[src/bmp_pkg.sv]
// shared constants and command carrier for the backend memory port
package bmp_pkg;
	localparam int ADDR_W    = 16;
	localparam int DATA_W    = 16;
	localparam int LANES     = 2;
	localparam int LANE_HI   = 1;
	localparam int LANE_LO   = 0;
	localparam int LANE_BITS = 8;

	localparam logic         RST_STROBE_N = 1'b1;
	localparam logic         RST_ENABLE   = 1'b0;
	localparam logic [15:0]  RST_ADDR     = 16'h0000;
	localparam logic [15:0]  RST_DATA     = 16'h0000;
	localparam logic [1:0]   LANES_OFF_N  = 2'h3;
	localparam logic [1:0]   SYNC_RST     = 2'h0;

	// one word access asked of the port
	typedef struct packed {
		logic              write;
		logic [LANES-1:0]  byte_en;
		logic [ADDR_W-1:0] addr;
		logic [DATA_W-1:0] wdata;
		logic              last;
	} bmp_cmd_t;

	typedef enum logic [5:0] {
		ST_IDLE   = 6'b000001,
		ST_REQ    = 6'b000010,
		ST_LOAD   = 6'b000100,
		ST_SETUP  = 6'b001000,
		ST_STROBE = 6'b010000,
		ST_HOLD   = 6'b100000
	} bmp_state_t;
endpackage
[src/bmp_backend_port.sv]
// backend memory master port: request/grant, tenure and word accesses
// How it works
// - request held low from need until grant is seen low
// - grant seen low starts tenure and the memory accesses
// - tenure stays low until the access marked last finishes; several per tenure
// - write strobe bit one writes bits 15:8, bit zero writes bits 7:0
// - synchronous write strobe writes on clock edge, stretched while wait low
// - synchronous read captured next edge, or edge where wait goes high
// - asynchronous write strobe low one clock minimum; address/data one cycle around
// - asynchronous read same framing; data captured as strobe rises
// - chip select low from the first load until the tenure ends; the address keeps its value after
// - wait low stretches the strobe; wait may be tied high
// - control enable high only while granted and holding the bus
// - data enable high only while granted and carrying a write
// - mode input one selects asynchronous, zero synchronous timing
// - pass enable one lets host accesses through, zero blocks them
`timescale 1ns/10ps
module bmp_backend_port #(
	parameter int ADDR_W = bmp_pkg::ADDR_W,
	parameter int DATA_W = bmp_pkg::DATA_W
) (
	input  wire logic                   clk_sys,
	input  wire logic                   nrst,
	input  wire logic                   eng_valid,
	input  wire bmp_pkg::bmp_cmd_t      eng_cmd,
	output logic                        eng_taken,
	output logic                        eng_done,
	input  wire logic                   host_valid,
	input  wire bmp_pkg::bmp_cmd_t      host_cmd,
	output logic                        host_taken,
	output logic                        host_done,
	output logic [DATA_W-1:0]           rsp_rdata,
	input  wire logic                   backend_async_select,
	input  wire logic                   host_memory_pass_enable,
	output logic                        mem_request_n,
	input  wire logic                   mem_grant_n,
	output logic                        mem_tenure_n,
	output logic [1:0]                  mem_write_strobe_n,
	output logic                        mem_read_strobe_n,
	output logic                        mem_select_n,
	input  wire logic                   mem_hold_off_n,
	output logic [ADDR_W-1:0]           mem_address,
	output logic [DATA_W-1:0]           mem_write_data,
	input  wire logic [DATA_W-1:0]      mem_read_data,
	output logic                        control_drive_enable,
	output logic                        data_drive_enable
);
	import bmp_pkg::*;

	// lane split and the command carrier are fixed at 16 bits
	if (ADDR_W != bmp_pkg::ADDR_W || DATA_W != bmp_pkg::DATA_W) begin
		$error("bmp_backend_port: address and data must both be 16 bits");
	end

	bmp_state_t state_reg;
	bmp_state_t state_next;

	logic [1:0]  async_sync_reg;
	logic [1:0]  pass_sync_reg;
	logic        src_host_reg;
	logic        last_reg;
	logic        write_reg;
	// lane pattern kept from the load cycle for the async setup path
	logic [1:0]  mem_write_strobe_n_hold;

	// tie-offs still come from pins, so they are resynchronised
	wire logic   async_mode = async_sync_reg[1];
	wire logic   host_ok    = host_valid & pass_sync_reg[1];
	wire logic   any_valid  = eng_valid | host_ok;
	wire logic   pick_host  = ~eng_valid & host_ok;
	wire logic   granted    = ~mem_grant_n;
	wire logic   wait_clear = mem_hold_off_n;
	wire logic   src_valid  = src_host_reg ? host_ok : eng_valid;
	wire bmp_cmd_t cur_cmd  = src_host_reg ? host_cmd : eng_cmd;
	// continue the tenure only if the source said more words follow
	wire logic   go_next    = ~last_reg & src_valid;
	wire logic   go_release = last_reg;

	// lane mapping: bit one drives the upper byte, bit zero the lower
	function automatic logic [1:0] lane_strobes(input logic [1:0] byte_en);
		lane_strobes[LANE_HI] = ~byte_en[LANE_HI];
		lane_strobes[LANE_LO] = ~byte_en[LANE_LO];
	endfunction

	always_comb begin
		state_next = state_reg;
		case (state_reg)
			ST_IDLE: begin
				if (any_valid) begin
					state_next = ST_REQ;
				end
			end
			ST_REQ: begin
				if (granted) begin
					state_next = ST_LOAD;
				end
			end
			ST_LOAD: begin
				state_next = async_mode ? ST_SETUP : ST_STROBE;
			end
			ST_SETUP: begin
				state_next = ST_STROBE;
			end
			ST_STROBE: begin
				if (wait_clear) begin
					state_next = ST_HOLD;
				end
			end
			ST_HOLD: begin
				if (go_release) begin
					state_next = ST_IDLE;
				end else if (go_next) begin
					state_next = ST_LOAD;
				end
			end
			default: begin
				state_next = ST_IDLE;
			end
		endcase
	end

	always_ff @(posedge clk_sys or negedge nrst) begin
		if (!nrst) begin
			state_reg      <= ST_IDLE;
			async_sync_reg <= SYNC_RST;
			pass_sync_reg  <= SYNC_RST;
		end else begin
			state_reg      <= state_next;
			async_sync_reg <= {async_sync_reg[0], backend_async_select};
			pass_sync_reg  <= {pass_sync_reg[0], host_memory_pass_enable};
		end
	end

	// arbitration handshake and tenure
	always_ff @(posedge clk_sys or negedge nrst) begin
		if (!nrst) begin
			mem_request_n        <= RST_STROBE_N;
			mem_tenure_n         <= RST_STROBE_N;
			control_drive_enable <= RST_ENABLE;
			src_host_reg         <= 1'b0;
		end else begin
			if (state_reg == ST_IDLE && any_valid) begin
				mem_request_n <= 1'b0;
				src_host_reg  <= pick_host;
			end
			if (state_reg == ST_REQ && granted) begin
				mem_request_n        <= 1'b1;
				mem_tenure_n         <= 1'b0;
				control_drive_enable <= 1'b1;
			end
			// grant is not looked at again until the next request
			if (state_reg == ST_HOLD && go_release) begin
				mem_tenure_n         <= 1'b1;
				control_drive_enable <= 1'b0;
			end
		end
	end

	// address, select, write data and data-bus enable
	always_ff @(posedge clk_sys or negedge nrst) begin
		if (!nrst) begin
			mem_address       <= RST_ADDR;
			mem_write_data    <= RST_DATA;
			mem_select_n      <= RST_STROBE_N;
			data_drive_enable <= RST_ENABLE;
			last_reg          <= 1'b1;
			write_reg         <= 1'b0;
		end else if (state_reg == ST_LOAD) begin
			mem_address       <= cur_cmd.addr;
			mem_write_data    <= cur_cmd.wdata;
			mem_select_n      <= 1'b0;
			data_drive_enable <= cur_cmd.write;
			last_reg          <= cur_cmd.last;
			write_reg         <= cur_cmd.write;
		end else if (state_reg == ST_HOLD && go_release) begin
			mem_select_n      <= 1'b1;
			data_drive_enable <= 1'b0;
		end
	end

	// strobes: asserted on entry to the strobe state, so at least one clock low;
	// in async mode the setup state gives the cycle of address lead
	wire logic strobe_start = (state_reg == ST_LOAD && !async_mode) || state_reg == ST_SETUP;
	wire logic strobe_end   = state_reg == ST_STROBE && wait_clear;
	// write_reg is still the previous word at load: a read after a write must not strobe writes
	wire logic wr_now       = (state_reg == ST_LOAD) ? cur_cmd.write : write_reg;

	always_ff @(posedge clk_sys or negedge nrst) begin
		if (!nrst) begin
			mem_write_strobe_n <= LANES_OFF_N;
			mem_read_strobe_n  <= RST_STROBE_N;
		end else if (strobe_start) begin
			if (wr_now) begin
				mem_write_strobe_n <= (state_reg == ST_LOAD) ? lane_strobes(cur_cmd.byte_en)
				                                             : mem_write_strobe_n_hold;
			end else begin
				mem_read_strobe_n <= 1'b0;
			end
		end else if (strobe_end) begin
			mem_write_strobe_n <= LANES_OFF_N;
			mem_read_strobe_n  <= 1'b1;
		end
	end

	always_ff @(posedge clk_sys or negedge nrst) begin
		if (!nrst) begin
			mem_write_strobe_n_hold <= LANES_OFF_N;
		end else if (state_reg == ST_LOAD) begin
			mem_write_strobe_n_hold <= cur_cmd.write ? lane_strobes(cur_cmd.byte_en)
			                                         : LANES_OFF_N;
		end
	end

	// read data taken on the edge that ends the strobe, in either mode
	always_ff @(posedge clk_sys or negedge nrst) begin
		if (!nrst) begin
			rsp_rdata <= RST_DATA;
		end else if (strobe_end && !write_reg) begin
			rsp_rdata <= mem_read_data;
		end
	end

	// taken pulses one cycle after load so the source can move on before hold
	always_ff @(posedge clk_sys or negedge nrst) begin
		if (!nrst) begin
			eng_taken  <= 1'b0;
			host_taken <= 1'b0;
			eng_done   <= 1'b0;
			host_done  <= 1'b0;
		end else begin
			eng_taken  <= state_reg == ST_LOAD && !src_host_reg;
			host_taken <= state_reg == ST_LOAD && src_host_reg;
			eng_done   <= strobe_end && !src_host_reg;
			host_done  <= strobe_end && src_host_reg;
		end
	end
endmodule

[config.mk]
export PLATFORM = sky130hd
export DESIGN_NAME = bmp_backend_port
export DESIGN_NICKNAME = d
export VERILOG_FILES = /design/src/bmp_pkg.sv /design/src/bmp_backend_port.sv
export SDC_FILE = /design/constraint.sdc
export NUM_CORES = 1
export LEC_CHECK = 0
export ABC_AREA = 0
export BUFFER_PORTS_ARGS = -buffer_cell sky130_fd_sc_hd__buf_2
export CORE_MARGIN = 4
export CORE_UTILIZATION = 49
export CTS_BUF_LIST = sky130_fd_sc_hd__clkbuf_4 sky130_fd_sc_hd__clkbuf_8 sky130_fd_sc_hd__clkbuf_16
export CTS_CLUSTER_SIZE = 28
export DETAILED_ROUTE_END_ITERATION = 8
export GPL_TIMING_DRIVEN = 0
export PLACE_DENSITY = 0.84
export SYNTH_ARGS = -nofsm -noshare
export SYNTH_HDL_FRONTEND = slang
export SYNTH_SLANG_ARGS = --single-unit
[constraint.sdc]
create_clock -name clk_sys -period 2.7 [get_ports clk_sys]
set_input_delay 0.135 -clock clk_sys [delete_from_list [all_inputs] [get_ports clk_sys]]
set_output_delay 0.135 -clock clk_sys [all_outputs]
set_load 0.02 [all_outputs]
==> results of run 1 <==
-- metal layers --
| metal | wire [µm] | GRT usage | share of wire |
|---|---|---|---|
| met1 | 3130 | 0.258 | 0.39 |
| met2 | 4250 | 0.364 | 0.52 |
| met5 | 0 | 0 | 0 |
| met3 | 508 | 0.0466 | 0.063 |
| met4 | 226 | 0.109 | 0.028 |
-- kinds of logic after synthesis --
kind of cell / synth area share
mux: 0.181
compound gates: 0.0957
flops: 0.590
simple gates: 0.103
buf+inv: 0.0305
-- cell usage in the layout (no fill, tap or decap), types with 3 or more instances in the layout --
master | Yosys | final
and2_1 | 3 | 3
buf_2 | 6 | 160
inv_1 | 4 | 4
a21oi_1 | 5 | 5
clkbuf_8 | 0 | 11
a21o_1 | 3 | 3
clkbuf_1 | 8 | 8
mux2i_1 | 40 | 40
o21ai_0 | 37 | 37
dlygate4sd3_1 | 0 | 4
mux2_2 | 16 | 16
and3_1 | 3 | 3
dfstp_2 | 10 | 10
o31ai_1 | 3 | 3
nor3_1 | 4 | 4
nand2_1 | 41 | 41
dfrtp_1 | 65 | 65
nor2_1 | 8 | 8
-- through the flow --
step	util	instances	total power, mW	setup WS (ps)	hold WS [ps]
finish	0.685	529	4.56	526	18.4
global route	0.685	529	4.86	236	5.24
CTS	0.685	529	4.61	501	3.98
detailed placement	0.642	509	3.61	502	246
global placement	0.642	509	3.54	606	244
floorplan	-	277	2.94	906	-161
-- power groups by stage --
stage                     Sequential (mW)  Clock (mW)  Combinational (mW)
after CTS                            1.79        1.01                1.81
after floorplan                      2.24           0               0.706
after detailed placement             1.80           0                1.81
after global placement               1.79           0                1.75
final                                1.79       0.985                1.78
after global routing                 1.84        1.06                1.96
-- cell type report --
type	count	area [µm²]
multi-input cells	181	1220
fillers	520	2000
repair buffers	159	818
well taps	77	96.3
clock inverters	4	72.6
flip-flops and latches	75	1890
clock buffers	12	159
plain buffers	17	82.6
inverters	4	15.0
-- critical path, stage by stage, from the launching register on --
cell and delay, ps:
dfrtp_1 360, buf_2 170, nor4_1 600, nand2_1 400, clkbuf_1 320, nand2_1 120
o21ai_0 70
-- worst paths after layout --
check,to,slack [ps]
max,mem_address[0],530
min,state_reg[4],20
max reg2reg,mem_address[0],530
min reg2reg,pass_sync_reg[1],370
max in group asynchronous,host_done,1630
min in group asynchronous,rsp_rdata[14],480
-- repair_timing --
item / 4_1_cts / 5_1_grt
gates resized for setup: 0 / 0
hold buffers: 4 / 0
hold endpoints to repair: 68 / 0
==> metrics, run 1 <==
Die Area=0.00790 mm²; largest net degree at the start of global routing=76; Synth area leaders=dfrtp_1, mux2i_1, dfstp_2; arrival time at the worst endpoint=about 2400 ps; Initial Util=0.505; fraction of registers with async set/reset=1.00; Inserted Diodes=0; 1st-pass router iterations=4; crit-path max FO=10; Area Growth Syn to Fin=35.8%; Max Freq=460 MHz; die height=~89 µm; Critical Path Source=state_reg[1]; Syn. warnings=0; HPWL after DPL=between 6000 and 7000 µm; H-tree Lvls=3; Clock Skews=7.13 ps; FP Rows=29; I/O Pins=between 150 and 200; Num CTS Buffers=9; top post-synthesis cells by count=dfrtp_1, nand2_1, mux2i_1; Slew headroom=0.392; CP Capture Type=register; Tcrit/Tclk final=0.805; Slew @ Worst Pin=slightly above 900 ps; Slew Viols, Final=0; hold_sp=mem_hold_off_n; Initial DRC Count=90; port buffer count=approximately 160; Final #Nets=between 500 and 600; sw frac=0.378; routability congestion estimate from global placement=roughly 0.87; Hold Path Class=in -> reg; Seq cells post-synth=75; # Post-CTS Setup Buffers=0; setup violators final=0; average size of a mapped cell=approximately 12 µm²; drt total wl=8120 µm; Placement Cell Area=approximately 0.0041 mm²; ratio of cells with drive above 1 in the final layout=0.458; Synth Instances=between 200 and 300; top flop regs=mem_address: 16 flops, mem_write_data: 16 flops, rsp_rdata: 16 flops; RSZ-0062 raised after global routing=false; part of the power in registers=0.393; Post-Syn Nets=about 370; Int Power=2.83 mW; power share of the combinational group=0.391; reg2reg start=state_reg[1]; FF-to-FF path depth=6; Clk pwr share=0.216; Synth Cell Area=between 0.003 and 0.004 mm²; Hold Path Stages=2; wire length per cell=approximately 15 µm; clk root buf=clkbuf_8; Post-synth EDFFs=0; sequential element share of the synthesized area=0.590; peak supply drop=between 0.6 and 0.7 mV; first-pass GRT wire length=~13,000 µm; CTS tree=built; kind of start point of the critical path=register; largest area contributor in the netlist=dfrtp_1; outcome=complete, no violations; Max Cap Viol=0; final instance area=roughly 0.0044 mm²; GRT Total Usage=0.215; Detail Route Antenna Nets=0; # DRC=0; WS Path Type=reg -> reg; Yosys top cell area share=0.508; DR vias=roughly 2,700; vias in the first global route=just under 3,000; ratio of total power to cell area=1050 mW/mm²; Net Sw Power=1.72 mW; count leader, synth=dfrtp_1; worst path required time=~2900 ps; count of different cell masters after synthesis=34; setup TNS=0 ps; clock slew seen by the registers of the worst setup and hold paths=~70 ps; gr ovfl total=0; clock latency on the worst-skew pair=between 300 and 400 ps; Main synth FF type=dfrtp_1; min cycle time layout=around 2200 ps; initial antenna violation count=0; Final Hold Fails=0; Lkg Pwr=roughly 2.4 nW; clk sinks=75; core footprint=approximately 0.0063 mm²; via/cell ratio=slightly above 5; Die X=~89 µm; Max Buffers Root-to-Sink=2
(Power assumes the default switching activity.)
==> inputs of run 2 (changes only) <==
--- a/config.mk
+++ b/config.mk
@@ -8,12 +8,12 @@
 export ABC_AREA = 0
 export BUFFER_PORTS_ARGS = -buffer_cell sky130_fd_sc_hd__buf_2
 export CORE_MARGIN = 4
-export CORE_UTILIZATION = 49
+export CORE_UTILIZATION = 46
 export CTS_BUF_LIST = sky130_fd_sc_hd__clkbuf_4 sky130_fd_sc_hd__clkbuf_8 sky130_fd_sc_hd__clkbuf_16
 export CTS_CLUSTER_SIZE = 28
 export DETAILED_ROUTE_END_ITERATION = 8
 export GPL_TIMING_DRIVEN = 0
-export PLACE_DENSITY = 0.84
+export PLACE_DENSITY = 0.8
 export SYNTH_ARGS = -nofsm -noshare
 export SYNTH_HDL_FRONTEND = slang
 export SYNTH_SLANG_ARGS = --single-unit
==> constraint.sdc (replaced) <==
create_clock -name clk_sys -period 2.2 [get_ports clk_sys]
set_input_delay 0.11 -clock clk_sys [delete_from_list [all_inputs] [get_ports clk_sys]]
set_output_delay 0.11 -clock clk_sys [all_outputs]
set_load 0.02 [all_outputs]
==> metrics, run 2 (same netlist as run 1, synthesis figures left out) <==
outcome=complete, no violations; ratio of total power to cell area=~1300 mW/mm²; ratio of cells with drive above 1 in the final layout=0.452; largest net degree at the start of global routing=43; hold_sp=mem_read_data[15]; RSZ-0062 raised after global routing=false; Hold Path Stages=2; Reg2Reg Setup Slack=approximately 230 ps; Final Hold Fails=0; Die X=about 91 µm; Final WS setup=between 200 and 250 ps; top flop regs=mem_address: 16 flops, mem_write_data: 16 flops, rsp_rdata: 16 flops; vias in the first global route=around 2,800; wire length per cell=between 10 and 15 µm; die height=91.5 µm; first-pass GRT wire length=13,500 µm; Tcrit/Tclk final=0.896; Num CTS Buffers=9; Max Buffers Root-to-Sink=2; # DRC=0; DR vias=between 2,000 and 3,000; Slew Viols, Final=0; FP Rows=30; Worst Hold End=rsp_rdata[15]; initial antenna violation count=0; Inserted Diodes=0; Slew @ Worst Pin=roughly 700 ps; setup TNS=0 ps; Slew headroom=0.533; clock slew seen by the registers of the worst setup and hold paths=~80 ps; Setup Slack @ Placement=about 27 ps; commonest non-fill, non-tap cell in the layout=buf_2; worst path required time=approximately 2400 ps; arrival time at the worst endpoint=2190 ps; max layer used=met4; Lkg Pwr=around 2.4 nW; kind of start point of the critical path=register; Area Growth Syn to Fin=41.7%; Die Area=approximately 0.0084 mm²; clock latency on the worst-skew pair=approximately 340 ps; crit-path max FO=10; reg-to-reg critical path endpoint=rsp_rdata[7]; setup violators final=0; CP Capture Type=register; via/cell ratio=4.83; WL met2=roughly 4300 µm; clk root buf=clkbuf_8; core footprint=between 0.006 and 0.007 mm²; I/O Pins=between 150 and 200; CTS tree=built; FF-to-FF path depth=7; reg2reg start=state_reg[5]; Max Cap Viol=0; Hold Path Class=in -> reg; Clock Skews=around 11 ps; clk sinks=75; min cycle time layout=between 1500 and 2000 ps; port buffer count=~160; drt total wl=8180 µm; H-tree Lvls=3; gr ovfl total=0; met3 WL=around 430 µm; Initial DRC Count=45; Max Freq=507 MHz; WL met1=roughly 3300 µm; Final #Nets=556; 1st-pass router iterations=4; Initial Util=0.472; GRT Total Usage=0.202; HPWL after DPL=~6200 µm; peak supply drop=about 0.76 mV; WS Path Type=reg -> reg; Detail Route Antenna Nets=0; most frequent cells in the layout=buf_2, dfrtp_1, mux2i_1, nand2_1, o21ai_0; routability congestion estimate from global placement=just under 0.8
==> run 2: cell type report <==
cell class / instances / area, µm²
fill: 544 / 2250
clock inverter: 6 / 113
multi-input combinational: 181 / 1230
tap: 96 / 120
inverter: 4 / 15.0
clock buffer: 10 / 131
buffer: 16 / 78.8
sequential: 75 / 1890
timing repair buffer: 173 / 968
==> run 2: how the worst max path moves through the flow <==
stage | end | slack (ps) | from
2_1_floorplan | mem_tenure_n | 410 | state_reg[5]
3_3_place_gp | mem_address[8] | 90 | state_reg[1]
3_5_place_dp | mem_address[6] | 30 | state_reg[1]
4_1_cts | mem_address[13] | 70 | src_host_reg
5_1_grt | mem_address[9] | 90 | state_reg[1]
6_report | rsp_rdata[7] | 230 | state_reg[5]
==> run 2: worst max-delay path, cell delays in order, from the launching register on <==
cell,delay [ps]
dfrtp_1,440
nor4b_2,390
and3_1,200
buf_4,140
nand2b_1,60
buf_2,180
buf_6,160
mux2_2,270
==> run 2: layer usage <==
layer / track usage / vias up
met5: 0 / -
met4: 0.0754 / 0
met3: 0.0439 / 13
met2: 0.352 / 87
met1: 0.245 / 1275
li1: - / 1332
==> run 2: report_power, final <==
part / total [mW] / internal, mW / switching (mW)
clock network: 1.28 / 0.771 / 0.512
registers: 2.21 / 1.93 / 0.274
logic: 2.22 / 0.857 / 1.37
==> run 2: per-stage QoR <==
stage / std cells / total power [mW] / area (µm²) / hold WS, ps / utilization
floorplan: 277 / 3.61 / 3200 / -186 / -
global placement: 528 / 4.36 / 4100 / 219 / 0.603
detailed placement: 529 / 4.45 / 4120 / 82.4 / 0.607
CTS: 562 / 5.77 / 4540 / 2.22 / 0.669
global route: 561 / 6.10 / 4540 / 0.574 / 0.669
finish: 561 / 5.71 / 4540 / 17.3 / 0.669
==> run 2: what timing repair did <==
item | in CTS | in global routing
hold buffers | 17 | 0
setup endpoints to repair | 1 | 6
buffers inserted | 0 | 0
resized for setup | 1 | 1
hold endpoints to repair | 44 | 0
